**config.mk**
```make
export PLATFORM = sky130hd
export DESIGN_NAME = ibt_top
export DESIGN_NICKNAME = d
export VERILOG_FILES = /design/src/ibt_pkg.sv /design/src/ibt_buf2.sv /design/src/ibt_top.sv
export SDC_FILE = /design/constraint.sdc
export NUM_CORES = 1
export LEC_CHECK = 0
export BUFFER_PORTS_ARGS = -buffer_cell sky130_fd_sc_hd__buf_2
export CAP_MARGIN = 20
export CORE_UTILIZATION = 35
export CTS_BUF_LIST = sky130_fd_sc_hd__clkbuf_2
export DETAILED_ROUTE_END_ITERATION = 8
export PLACE_DENSITY_LB_ADDON = 0.2
export SKIP_LAST_GASP = 1
export SYNTH_ARGS = -nofsm -noshare
export SYNTH_HDL_FRONTEND = slang
export SYNTH_SLANG_ARGS = --single-unit
```
**constraint.sdc**
```tcl
create_clock -name sys_clk_i -period 2.6 [get_ports sys_clk_i]
set_input_delay 0 -clock sys_clk_i [delete_from_list [all_inputs] [get_ports sys_clk_i]]
set_output_delay 0 -clock sys_clk_i [all_outputs]
set_load 0.005 [all_outputs]
```
**src/ibt_pkg.sv**
```systemverilog
// Constants, carrier structs and state layouts of the inverting registered bus transceiver.
// Assumes one system clock; every pin input is asynchronous to it and is synchronised inside the top module.
//
// Overview of operation
// - Two independent 8-bit sections, usable as 16 bits.
// - Capture clock rising edges load port into register.
// - Enabled: direction low drives A, high drives B.
// - Isolation leaves both ports undriven, capture continues.
// - Input-port value capturable into either or both registers.
// - Select picks live or stored data, glitch free.
// - Disabled outputs never block capture or later transmit.
// - Only one port driven; partner avoids it.
// - A port gets inverted live B data.
// - A port gets inverted stored B data.
// - B port gets inverted live A data.
// - B port gets inverted stored A data.
// - Capture ignores output enable and direction settings.
package ibt_pkg;

   localparam int unsigned IBT_SEC_W = 8;
   localparam int unsigned IBT_NSEC = 2;
   localparam int unsigned IBT_BUS_W = 16;
   localparam int unsigned IBT_CAP_PER_SEC = 2;
   localparam int unsigned IBT_MASK_W = 4;

   localparam logic [1:0] IBT_CNT_EMPTY = 2'h0;
   localparam logic [1:0] IBT_CNT_ONE = 2'h1;
   localparam logic [1:0] IBT_CNT_FULL = 2'h2;
   localparam logic [15:0] IBT_DATA_RST = 16'h0000;
   localparam logic [1:0] IBT_OE_N_RST = 2'h3;

   // All pin inputs travel together through the synchroniser.
   typedef struct packed {
      logic [1:0] oe_n;
      logic [1:0] dir;
      logic [1:0] a_to_b_capture_clock;
      logic [1:0] b_to_a_capture_clock;
      logic [1:0] a_to_b_source_select;
      logic [1:0] b_to_a_source_select;
      logic [15:0] a;
      logic [15:0] b;
   } ibt_pin_t;

   // One capture event: which registers loaded, and their new contents.
   typedef struct packed {
      logic [3:0] mask;
      logic [15:0] a;
      logic [15:0] b;
   } ibt_cap_t;

   typedef struct packed {
      ibt_pin_t s1;
      ibt_pin_t s2;
      ibt_pin_t s3;
      ibt_pin_t filt;
      logic [15:0] areg;
      logic [15:0] breg;
      logic [15:0] a_out;
      logic [15:0] a_oe;
      logic [15:0] b_out;
      logic [15:0] b_oe;
      ibt_cap_t cap;
      logic cap_push;
   } ibt_state_t;

   typedef struct packed {
      ibt_cap_t head;
      ibt_cap_t spare;
      logic [1:0] count;
      logic valid;
      logic ready;
   } ibt_buf_t;

   localparam ibt_pin_t IBT_PIN_RST = '{oe_n: IBT_OE_N_RST, default: '0};
   localparam ibt_cap_t IBT_CAP_RST = '{default: '0};

endpackage

```
**src/ibt_buf2.sv**
```systemverilog
// Two-entry buffer for capture records, with valid and ready on both sides.
// A word offered while in_ready_o is low is dropped, not stored; read data come from a register.
`timescale 1ns/1ps
module ibt_buf2 (
   // Clock and reset.
   input wire logic sys_clk_i,
   input wire logic rst_n_i,
   // Filling side.
   input wire logic in_valid_i,
   input ibt_pkg::ibt_cap_t in_data_i,
   output logic in_ready_o,
   // Draining side.
   output logic out_valid_o,
   output ibt_pkg::ibt_cap_t out_data_o,
   input wire logic out_ready_i
);

   ibt_pkg::ibt_buf_t st_reg;
   ibt_pkg::ibt_buf_t st_next;

   always_comb begin
      logic push;
      logic pop;
      push = 1'b0;
      pop = 1'b0;
      st_next = st_reg;
      push = in_valid_i & st_reg.ready;
      pop = st_reg.valid & out_ready_i;
      if (push && pop) begin
         if (st_reg.count == ibt_pkg::IBT_CNT_ONE) begin
            st_next.head = in_data_i;
         end else begin
            st_next.head = st_reg.spare;
            st_next.spare = in_data_i;
         end
      end else if (pop) begin
         st_next.head = st_reg.spare;
         st_next.count = st_reg.count - ibt_pkg::IBT_CNT_ONE;
      end else if (push) begin
         if (st_reg.count == ibt_pkg::IBT_CNT_EMPTY) begin
            st_next.head = in_data_i;
         end else begin
            st_next.spare = in_data_i;
         end
         st_next.count = st_reg.count + ibt_pkg::IBT_CNT_ONE;
      end
      st_next.valid = (st_next.count != ibt_pkg::IBT_CNT_EMPTY);
      st_next.ready = (st_next.count != ibt_pkg::IBT_CNT_FULL);
   end

   always_ff @(posedge sys_clk_i or negedge rst_n_i) begin
      if (!rst_n_i) begin
         st_reg <= '{head: ibt_pkg::IBT_CAP_RST, spare: ibt_pkg::IBT_CAP_RST,
                     count: ibt_pkg::IBT_CNT_EMPTY, valid: 1'b0, ready: 1'b1};
      end else begin
         st_reg <= st_next;
      end
   end

   assign in_ready_o = st_reg.ready;
   assign out_valid_o = st_reg.valid;
   assign out_data_o = st_reg.head;
endmodule // ibt_buf2

```
**src/ibt_top.sv**
```systemverilog
// Inverting registered bus transceiver: two 8-bit sections, each with an A-side and a B-side capture register.
// Assumes every pin input is asynchronous to sys_clk_i and that pins are resolved from the output enables outside.
`timescale 1ns/1ps
module ibt_top (
   // Clock and reset.
   input wire logic sys_clk_i,
   input wire logic rst_n_i,
   // Per-section controls, bit s for section s.
   input wire logic [1:0] oe_n_i,
   input wire logic [1:0] dir_i,
   input wire logic [1:0] a_to_b_capture_clock_i,
   input wire logic [1:0] b_to_a_capture_clock_i,
   input wire logic [1:0] a_to_b_source_select_i,
   input wire logic [1:0] b_to_a_source_select_i,
   // A port.
   input wire logic [15:0] a_i,
   output logic [15:0] a_o,
   output logic [15:0] a_oe_o,
   // B port.
   input wire logic [15:0] b_i,
   output logic [15:0] b_o,
   output logic [15:0] b_oe_o,
   // Capture record stream.
   output logic cap_valid_o,
   output ibt_pkg::ibt_cap_t cap_data_o,
   input wire logic cap_ready_i,
   output logic cap_room_o
);

   ibt_pkg::ibt_state_t st_reg;
   ibt_pkg::ibt_state_t st_next;
   ibt_pkg::ibt_pin_t pins_in;

   assign pins_in = '{oe_n: oe_n_i, dir: dir_i,
                      a_to_b_capture_clock: a_to_b_capture_clock_i,
                      b_to_a_capture_clock: b_to_a_capture_clock_i,
                      a_to_b_source_select: a_to_b_source_select_i,
                      b_to_a_source_select: b_to_a_source_select_i,
                      a: a_i, b: b_i};

   ////////////////////////////////////////////////////////////////////////////////////////////////////
   // Synchroniser, capture and output path.

   always_comb begin
      logic rise_ab;
      logic rise_ba;
      logic drv_a;
      logic drv_b;
      logic [7:0] src_a;
      logic [7:0] src_b;
      rise_ab = 1'b0;
      rise_ba = 1'b0;
      drv_a = 1'b0;
      drv_b = 1'b0;
      src_a = '0;
      src_b = '0;
      st_next = st_reg;
      st_next.s1 = pins_in;
      st_next.s2 = st_reg.s1;
      st_next.s3 = st_reg.s2;
      // A filtered bit only moves once the second and third stages agree.
      st_next.filt = ibt_pkg::ibt_pin_t'((st_reg.s2 & st_reg.s3) | (st_reg.filt & (st_reg.s2 | st_reg.s3)));
      st_next.cap.mask = '0;
      for (int s = 0; s < ibt_pkg::IBT_NSEC; s++) begin
         rise_ab = st_next.filt.a_to_b_capture_clock[s] & ~st_reg.filt.a_to_b_capture_clock[s];
         rise_ba = st_next.filt.b_to_a_capture_clock[s] & ~st_reg.filt.b_to_a_capture_clock[s];
         // Capture looks at neither enable nor direction; the A register always loads from the A port, the B register from the B port.
         if (rise_ab) begin
            st_next.areg[s*ibt_pkg::IBT_SEC_W +: ibt_pkg::IBT_SEC_W] =
               st_next.filt.a[s*ibt_pkg::IBT_SEC_W +: ibt_pkg::IBT_SEC_W];
            st_next.cap.mask[s*ibt_pkg::IBT_CAP_PER_SEC] = 1'b1;
         end
         if (rise_ba) begin
            st_next.breg[s*ibt_pkg::IBT_SEC_W +: ibt_pkg::IBT_SEC_W] =
               st_next.filt.b[s*ibt_pkg::IBT_SEC_W +: ibt_pkg::IBT_SEC_W];
            st_next.cap.mask[s*ibt_pkg::IBT_CAP_PER_SEC + 1] = 1'b1;
         end
         // Only one direction can be enabled, chosen by the direction input.
         drv_a = ~st_next.filt.oe_n[s] & ~st_next.filt.dir[s];
         drv_b = ~st_next.filt.oe_n[s] & st_next.filt.dir[s];
         // The output flop after the select keeps a source change free of decode glitches.
         src_a = st_next.filt.b_to_a_source_select[s] ?
                 st_reg.breg[s*ibt_pkg::IBT_SEC_W +: ibt_pkg::IBT_SEC_W] :
                 st_next.filt.b[s*ibt_pkg::IBT_SEC_W +: ibt_pkg::IBT_SEC_W];
         src_b = st_next.filt.a_to_b_source_select[s] ?
                 st_reg.areg[s*ibt_pkg::IBT_SEC_W +: ibt_pkg::IBT_SEC_W] :
                 st_next.filt.a[s*ibt_pkg::IBT_SEC_W +: ibt_pkg::IBT_SEC_W];
         st_next.a_out[s*ibt_pkg::IBT_SEC_W +: ibt_pkg::IBT_SEC_W] = ~src_a;
         st_next.b_out[s*ibt_pkg::IBT_SEC_W +: ibt_pkg::IBT_SEC_W] = ~src_b;
         st_next.a_oe[s*ibt_pkg::IBT_SEC_W +: ibt_pkg::IBT_SEC_W] = {ibt_pkg::IBT_SEC_W{drv_a}};
         st_next.b_oe[s*ibt_pkg::IBT_SEC_W +: ibt_pkg::IBT_SEC_W] = {ibt_pkg::IBT_SEC_W{drv_b}};
      end
      st_next.cap.a = st_next.areg;
      st_next.cap.b = st_next.breg;
      st_next.cap_push = |st_next.cap.mask;
   end

   always_ff @(posedge sys_clk_i or negedge rst_n_i) begin
      if (!rst_n_i) begin
         st_reg <= '{s1: ibt_pkg::IBT_PIN_RST, s2: ibt_pkg::IBT_PIN_RST, s3: ibt_pkg::IBT_PIN_RST,
                     filt: ibt_pkg::IBT_PIN_RST, areg: ibt_pkg::IBT_DATA_RST, breg: ibt_pkg::IBT_DATA_RST,
                     a_out: ibt_pkg::IBT_DATA_RST, a_oe: ibt_pkg::IBT_DATA_RST,
                     b_out: ibt_pkg::IBT_DATA_RST, b_oe: ibt_pkg::IBT_DATA_RST,
                     cap: ibt_pkg::IBT_CAP_RST, cap_push: 1'b0};
      end else begin
         st_reg <= st_next;
      end
   end

   assign a_o = st_reg.a_out;
   assign a_oe_o = st_reg.a_oe;
   assign b_o = st_reg.b_out;
   assign b_oe_o = st_reg.b_oe;

   ////////////////////////////////////////////////////////////////////////////////////////////////////
   // Capture record buffer; a record offered without room is dropped, which cap_room_o warns of.

   ibt_buf2 u_buf (
      .sys_clk_i(sys_clk_i),
      .rst_n_i(rst_n_i),
      .in_valid_i(st_reg.cap_push),
      .in_data_i(st_reg.cap),
      .in_ready_o(cap_room_o),
      .out_valid_o(cap_valid_o),
      .out_data_o(cap_data_o),
      .out_ready_i(cap_ready_i)
   );
endmodule // ibt_top

```
==> results.md <==
- The worst path buffer plus inverter count is 2.
- The placeable core area is 32700 µm².
- After detailed routing, the number of remaining DRC violations is 0.
- The most used flip-flop cell after synthesis is sky130_fd_sc_hd__dfrtp_1.
- The top cell family by delay on the critical path is compound AO/OA/AOI/OAI gates.
- The depth of the critical timing path with buffers and inverters included is 6.
- Leaving out fill and tap cells, the most frequent cell in the layout is sky130_fd_sc_hd__dfrtp_1.
- Counting the buffers created by CTS gives 86.
- The fraction of final layout cells with drive strength greater than 1 is 37.16%.
- The worst path meets setup with 393.1 ps of slack.
- Summed over all instances, the cell type with the most area after synthesis is sky130_fd_sc_hd__dfrtp_1.
- After synthesis, the cell types taking the most area are sky130_fd_sc_hd__dfrtp_1 (68%), sky130_fd_sc_hd__buf_4 (6.7%), sky130_fd_sc_hd__mux2_2 (3.7%), sky130_fd_sc_hd__maj3_1 (3.6%), sky130_fd_sc_hd__mux2_1 (2.9%).
- The average via count per standard cell is 4.356.
- The post-route clock period utilization is 84.88%.
- The critical-path cell with the highest stage delay is sky130_fd_sc_hd__o21ai_4.
- The signed area change from the synthesized netlist to the final layout is 20.03%.
- The post-synthesis cell type count is 35.
- OpenSTA, run right after detailed placement, puts the worst setup slack at 420.3 ps.
- The count of pins on the block boundary is 149.
- The floorplan has 66 rows.
- The dominant combinational cell family by area after synthesis is multiplexers.
- The via count of the first global-routing pass is 6848.
- The routed wirelength normalized by instance count is between 10 and 15 µm.
- The classification of the worst setup path is flip-flop to flip-flop.
- The initial antenna violation count is 1.
- Buffers placed on the I/O ports in this run total 148.
- The share of synthesized cell area in and, or, nand and nor gates is 4.033%.
- The mux contribution to synthesized area is 9.372%.
- The worst stage delay on the critical path is 650 ps.
- The die is between 150 and 200 µm tall.
- The longest clock path from root to sink contains 3 buffers.
- The post-synthesis sequential element count is 325.
- The share of synthesized registers carrying an async set or reset is 100.0%.
- For this design the ratio of total power to cell area is 932.2 nW/µm².
- The clock root buffer master is sky130_fd_sc_hd__clkbuf_2.
- The highest clock frequency the design can meet is 453.1 MHz.
- The synthesized netlist devotes less than 1% of its cell area to XOR and XNOR gates.
- The data arrival time of the critical path is around 3000 ps.
- Summed over all failing endpoints, the final setup total negative slack is 0 ps.
- Max-cap violations in this run came to 0.
- Of all nets on the critical path, the largest fanout is 22.
- The post-DP HPWL is 12860 µm.
- The required time of the worst setup path is between 3000 and 4000 ps.
- The worst clock skew is 98.35 ps.
- The number of pins with negative max-slew slack in the final report came to 0.
- The number of instances in the synthesized netlist is 757.
- The total number of nets in the final design is 1024.
- Walking the worst path, the cells encountered are inv_1 > ha_1 > a21boi_1 > o21ai_4 > buf_16 > o221a_2.
- The first TritonRoute pass finished after 4 iterations.
- The effective utilization at floorplan is 35.76%.
- The remaining antenna violation count after routing is 0.
- Counting every net in the synthesized netlist gives 806.
- The die is about 180 µm wide.
- The static leakage power is 0.006575 µW.
- The slew at the pin closest to its max-slew limit is 783.0 ps.
- Hold timing on the final database bottoms out at a slack of 271.4 ps.
- In this run the mean area of a mapped cell was 15.45 µm².
- The top cell types in the final layout, fill and taps aside, are sky130_fd_sc_hd__dfrtp_1 (316), sky130_fd_sc_hd__buf_2 (147), sky130_fd_sc_hd__clkbuf_2 (129), sky130_fd_sc_hd__dlygate4sd3_1 (91), sky130_fd_sc_hd__maj3_1 (42).
- The hold violation count in the final report is 0.
- The first-pass GRT wire length is 35940 µm.
- The summed instance area of the synthesized netlist is 11690 µm².
- Summing the areas of all compound-gate instances in the mapped netlist gives under 10% of the synthesized area.
- The total overflow left after global routing is 0.
- Of the total synthesized cell area, the portion taken by full adders, half adders and majority gates is 3.809%.
- The final layout contains routed wiring with a total length of 21790 µm.
- The worst-skew pair later-pin latency is roughly 900 ps.
- The die covers 34150 µm².
- The final cell count without fillers is 1479.
- The CTS clock-pin slew for the worst setup and hold paths is 100 ps.
- Across every metal layer, demand over resource in global routing totals between 10% and 20%.
- The total of cells resized after clock tree synthesis is 0.
- The number of synthesized flops with an enable pin is 0.
- The H-tree generated during clock tree synthesis spans 3 levels.
- The cell total after placement is 1237.
- The path class of the tightest hold or removal check is input port to flip-flop.
- The part of the Yosys area used for sequential elements is 69.64%.
- The critical path endpoint category is a flip-flop.
- The flow ran to the end, and the final reports show no timing, DRC or antenna violations.
- The register with the most flip-flops in the layout has approximately 130 of them.
- Setup repair after global routing left no endpoint under its margin.
- The routed design could run at a clock period as short as between 2000 and 2500 ps.
- The pin count of the biggest net entering global routing is just under 70.
- The worst ir drop on vdd is 336.7 µV.
- The number of synthesis warnings is 0.
- The via count is 6442.
- The detailed router finished its first iteration with between 200 and 250 violations.
- The clock tree from TritonCTS is built.
- The worst hold path passes through 3 cells.
- STA classifies the critical path startpoint as a flip-flop.
- The depth of the worst register-to-register path is 6.
- Measured on the finished design, the core utilization comes to 42.93%.
- The worst slew margin relative to its limit is 47.60%.
- The final estimated routing congestion in global placement is 0.6962.
- The number of clock sinks is about 330.
- The area share of the leading cell type in the synthesized netlist is between 60 and 70%.
- The count of endpoints failing setup in the final report is 0.
worst reg2reg max path: stages, from the launching register on:
cell	delay [ps]
sky130_fd_sc_hd__dfrtp_1	510
sky130_fd_sc_hd__inv_1	130
sky130_fd_sc_hd__ha_1	220
sky130_fd_sc_hd__a21boi_1	180
sky130_fd_sc_hd__o21ai_4	650
sky130_fd_sc_hd__buf_16	230
sky130_fd_sc_hd__o221a_2	200
per-layer routing:
metal / GRT usage [%] / share of wire (%)
met5: 0 / 0
met4: 6.711 / 2.6
met3: 4.129 / 5.7
met2: 20.14 / 45
met1: 18.19 / 46
kinds of logic after synthesis:
group / count (synthesis)
flops: 325
buf+inv: 153
mux: 101
simple gates: 75
compound gates: 57
fa+ha+maj: 44
xor+xnor: 2
cells in the mapped netlist, types with 2 or more instances:
master                       n
sky130_fd_sc_hd__mux2_2     38
sky130_fd_sc_hd__o221ai_1    9
sky130_fd_sc_hd__buf_2       6
sky130_fd_sc_hd__and2_1      2
sky130_fd_sc_hd__nand2_1    13
sky130_fd_sc_hd__o311ai_0    3
sky130_fd_sc_hd__nor2b_1     2
sky130_fd_sc_hd__nand2b_1   16
sky130_fd_sc_hd__or2_2       4
sky130_fd_sc_hd__a22oi_1     9
sky130_fd_sc_hd__or2b_1     11
sky130_fd_sc_hd__nor2_1      2
sky130_fd_sc_hd__buf_4     104
sky130_fd_sc_hd__mux2_1     30
sky130_fd_sc_hd__xnor2_1     2
sky130_fd_sc_hd__o21ai_0     4
sky130_fd_sc_hd__o221a_2    27
sky130_fd_sc_hd__inv_1      24
sky130_fd_sc_hd__ha_1        2
sky130_fd_sc_hd__dfrtp_1   316
sky130_fd_sc_hd__maj3_1     42
sky130_fd_sc_hd__nand3_1    10
sky130_fd_sc_hd__mux2i_1    33
sky130_fd_sc_hd__nand4_1     2
sky130_fd_sc_hd__nand4b_1   10
sky130_fd_sc_hd__dfstp_2     9
sky130_fd_sc_hd__clkbuf_1   19
path summary, 6_finish.rpt:
kind / start / endpoint / slack, ps
setup reg to reg: u_buf.st_reg[2] / u_buf.out_data_o[11] / 390
hold reg to reg: st_next[222] / st_next[178] / 310
max in group asynchronous: rst_n_i / st_next[220] / 1860
hold / removal: b_i[3] / st_next[224] / 270
min in group asynchronous: rst_n_i / u_buf.out_data_o[15] / 300
setup / recovery: u_buf.st_reg[2] / u_buf.out_data_o[11] / 390
stage by stage:
| stage | power [µW] | cell area (µm²) |
|---|---|---|
| after floorplan | 9019 | 11700 |
| after global placement | 9660 | 12310 |
| after detailed placement | 9760 | 12340 |
| after CTS | 13420 | 14030 |
| after global routing | 14100 | 14040 |
| final | 13090 | 14040 |
layout make-up:
type / instances / area [µm²]
inverters: 24 / 90.09
well taps: 442 / 553.0
diodes: 1 / 2.502
clock buffers: 129 / 645.6
repair buffers: 259 / 1889
fillers: 3113 / 18660
clock inverters: 20 / 115.1
flip-flops and latches: 325 / 8144
multi-input cells: 279 / 2597
power breakdown:
part	internal (µW)	total (µW)	switching, µW
Sequential	6100	6740	637
Clock	1410	3400	1990
Combinational	1580	2940	1360
Total	9090	13100	3990
what timing repair did:
item                                   CTS  global route
endpoints found under the hold margin  427             0
hold buffers                            92             0
setup buffers                            0             0
(Power assumes the default switching activity.)
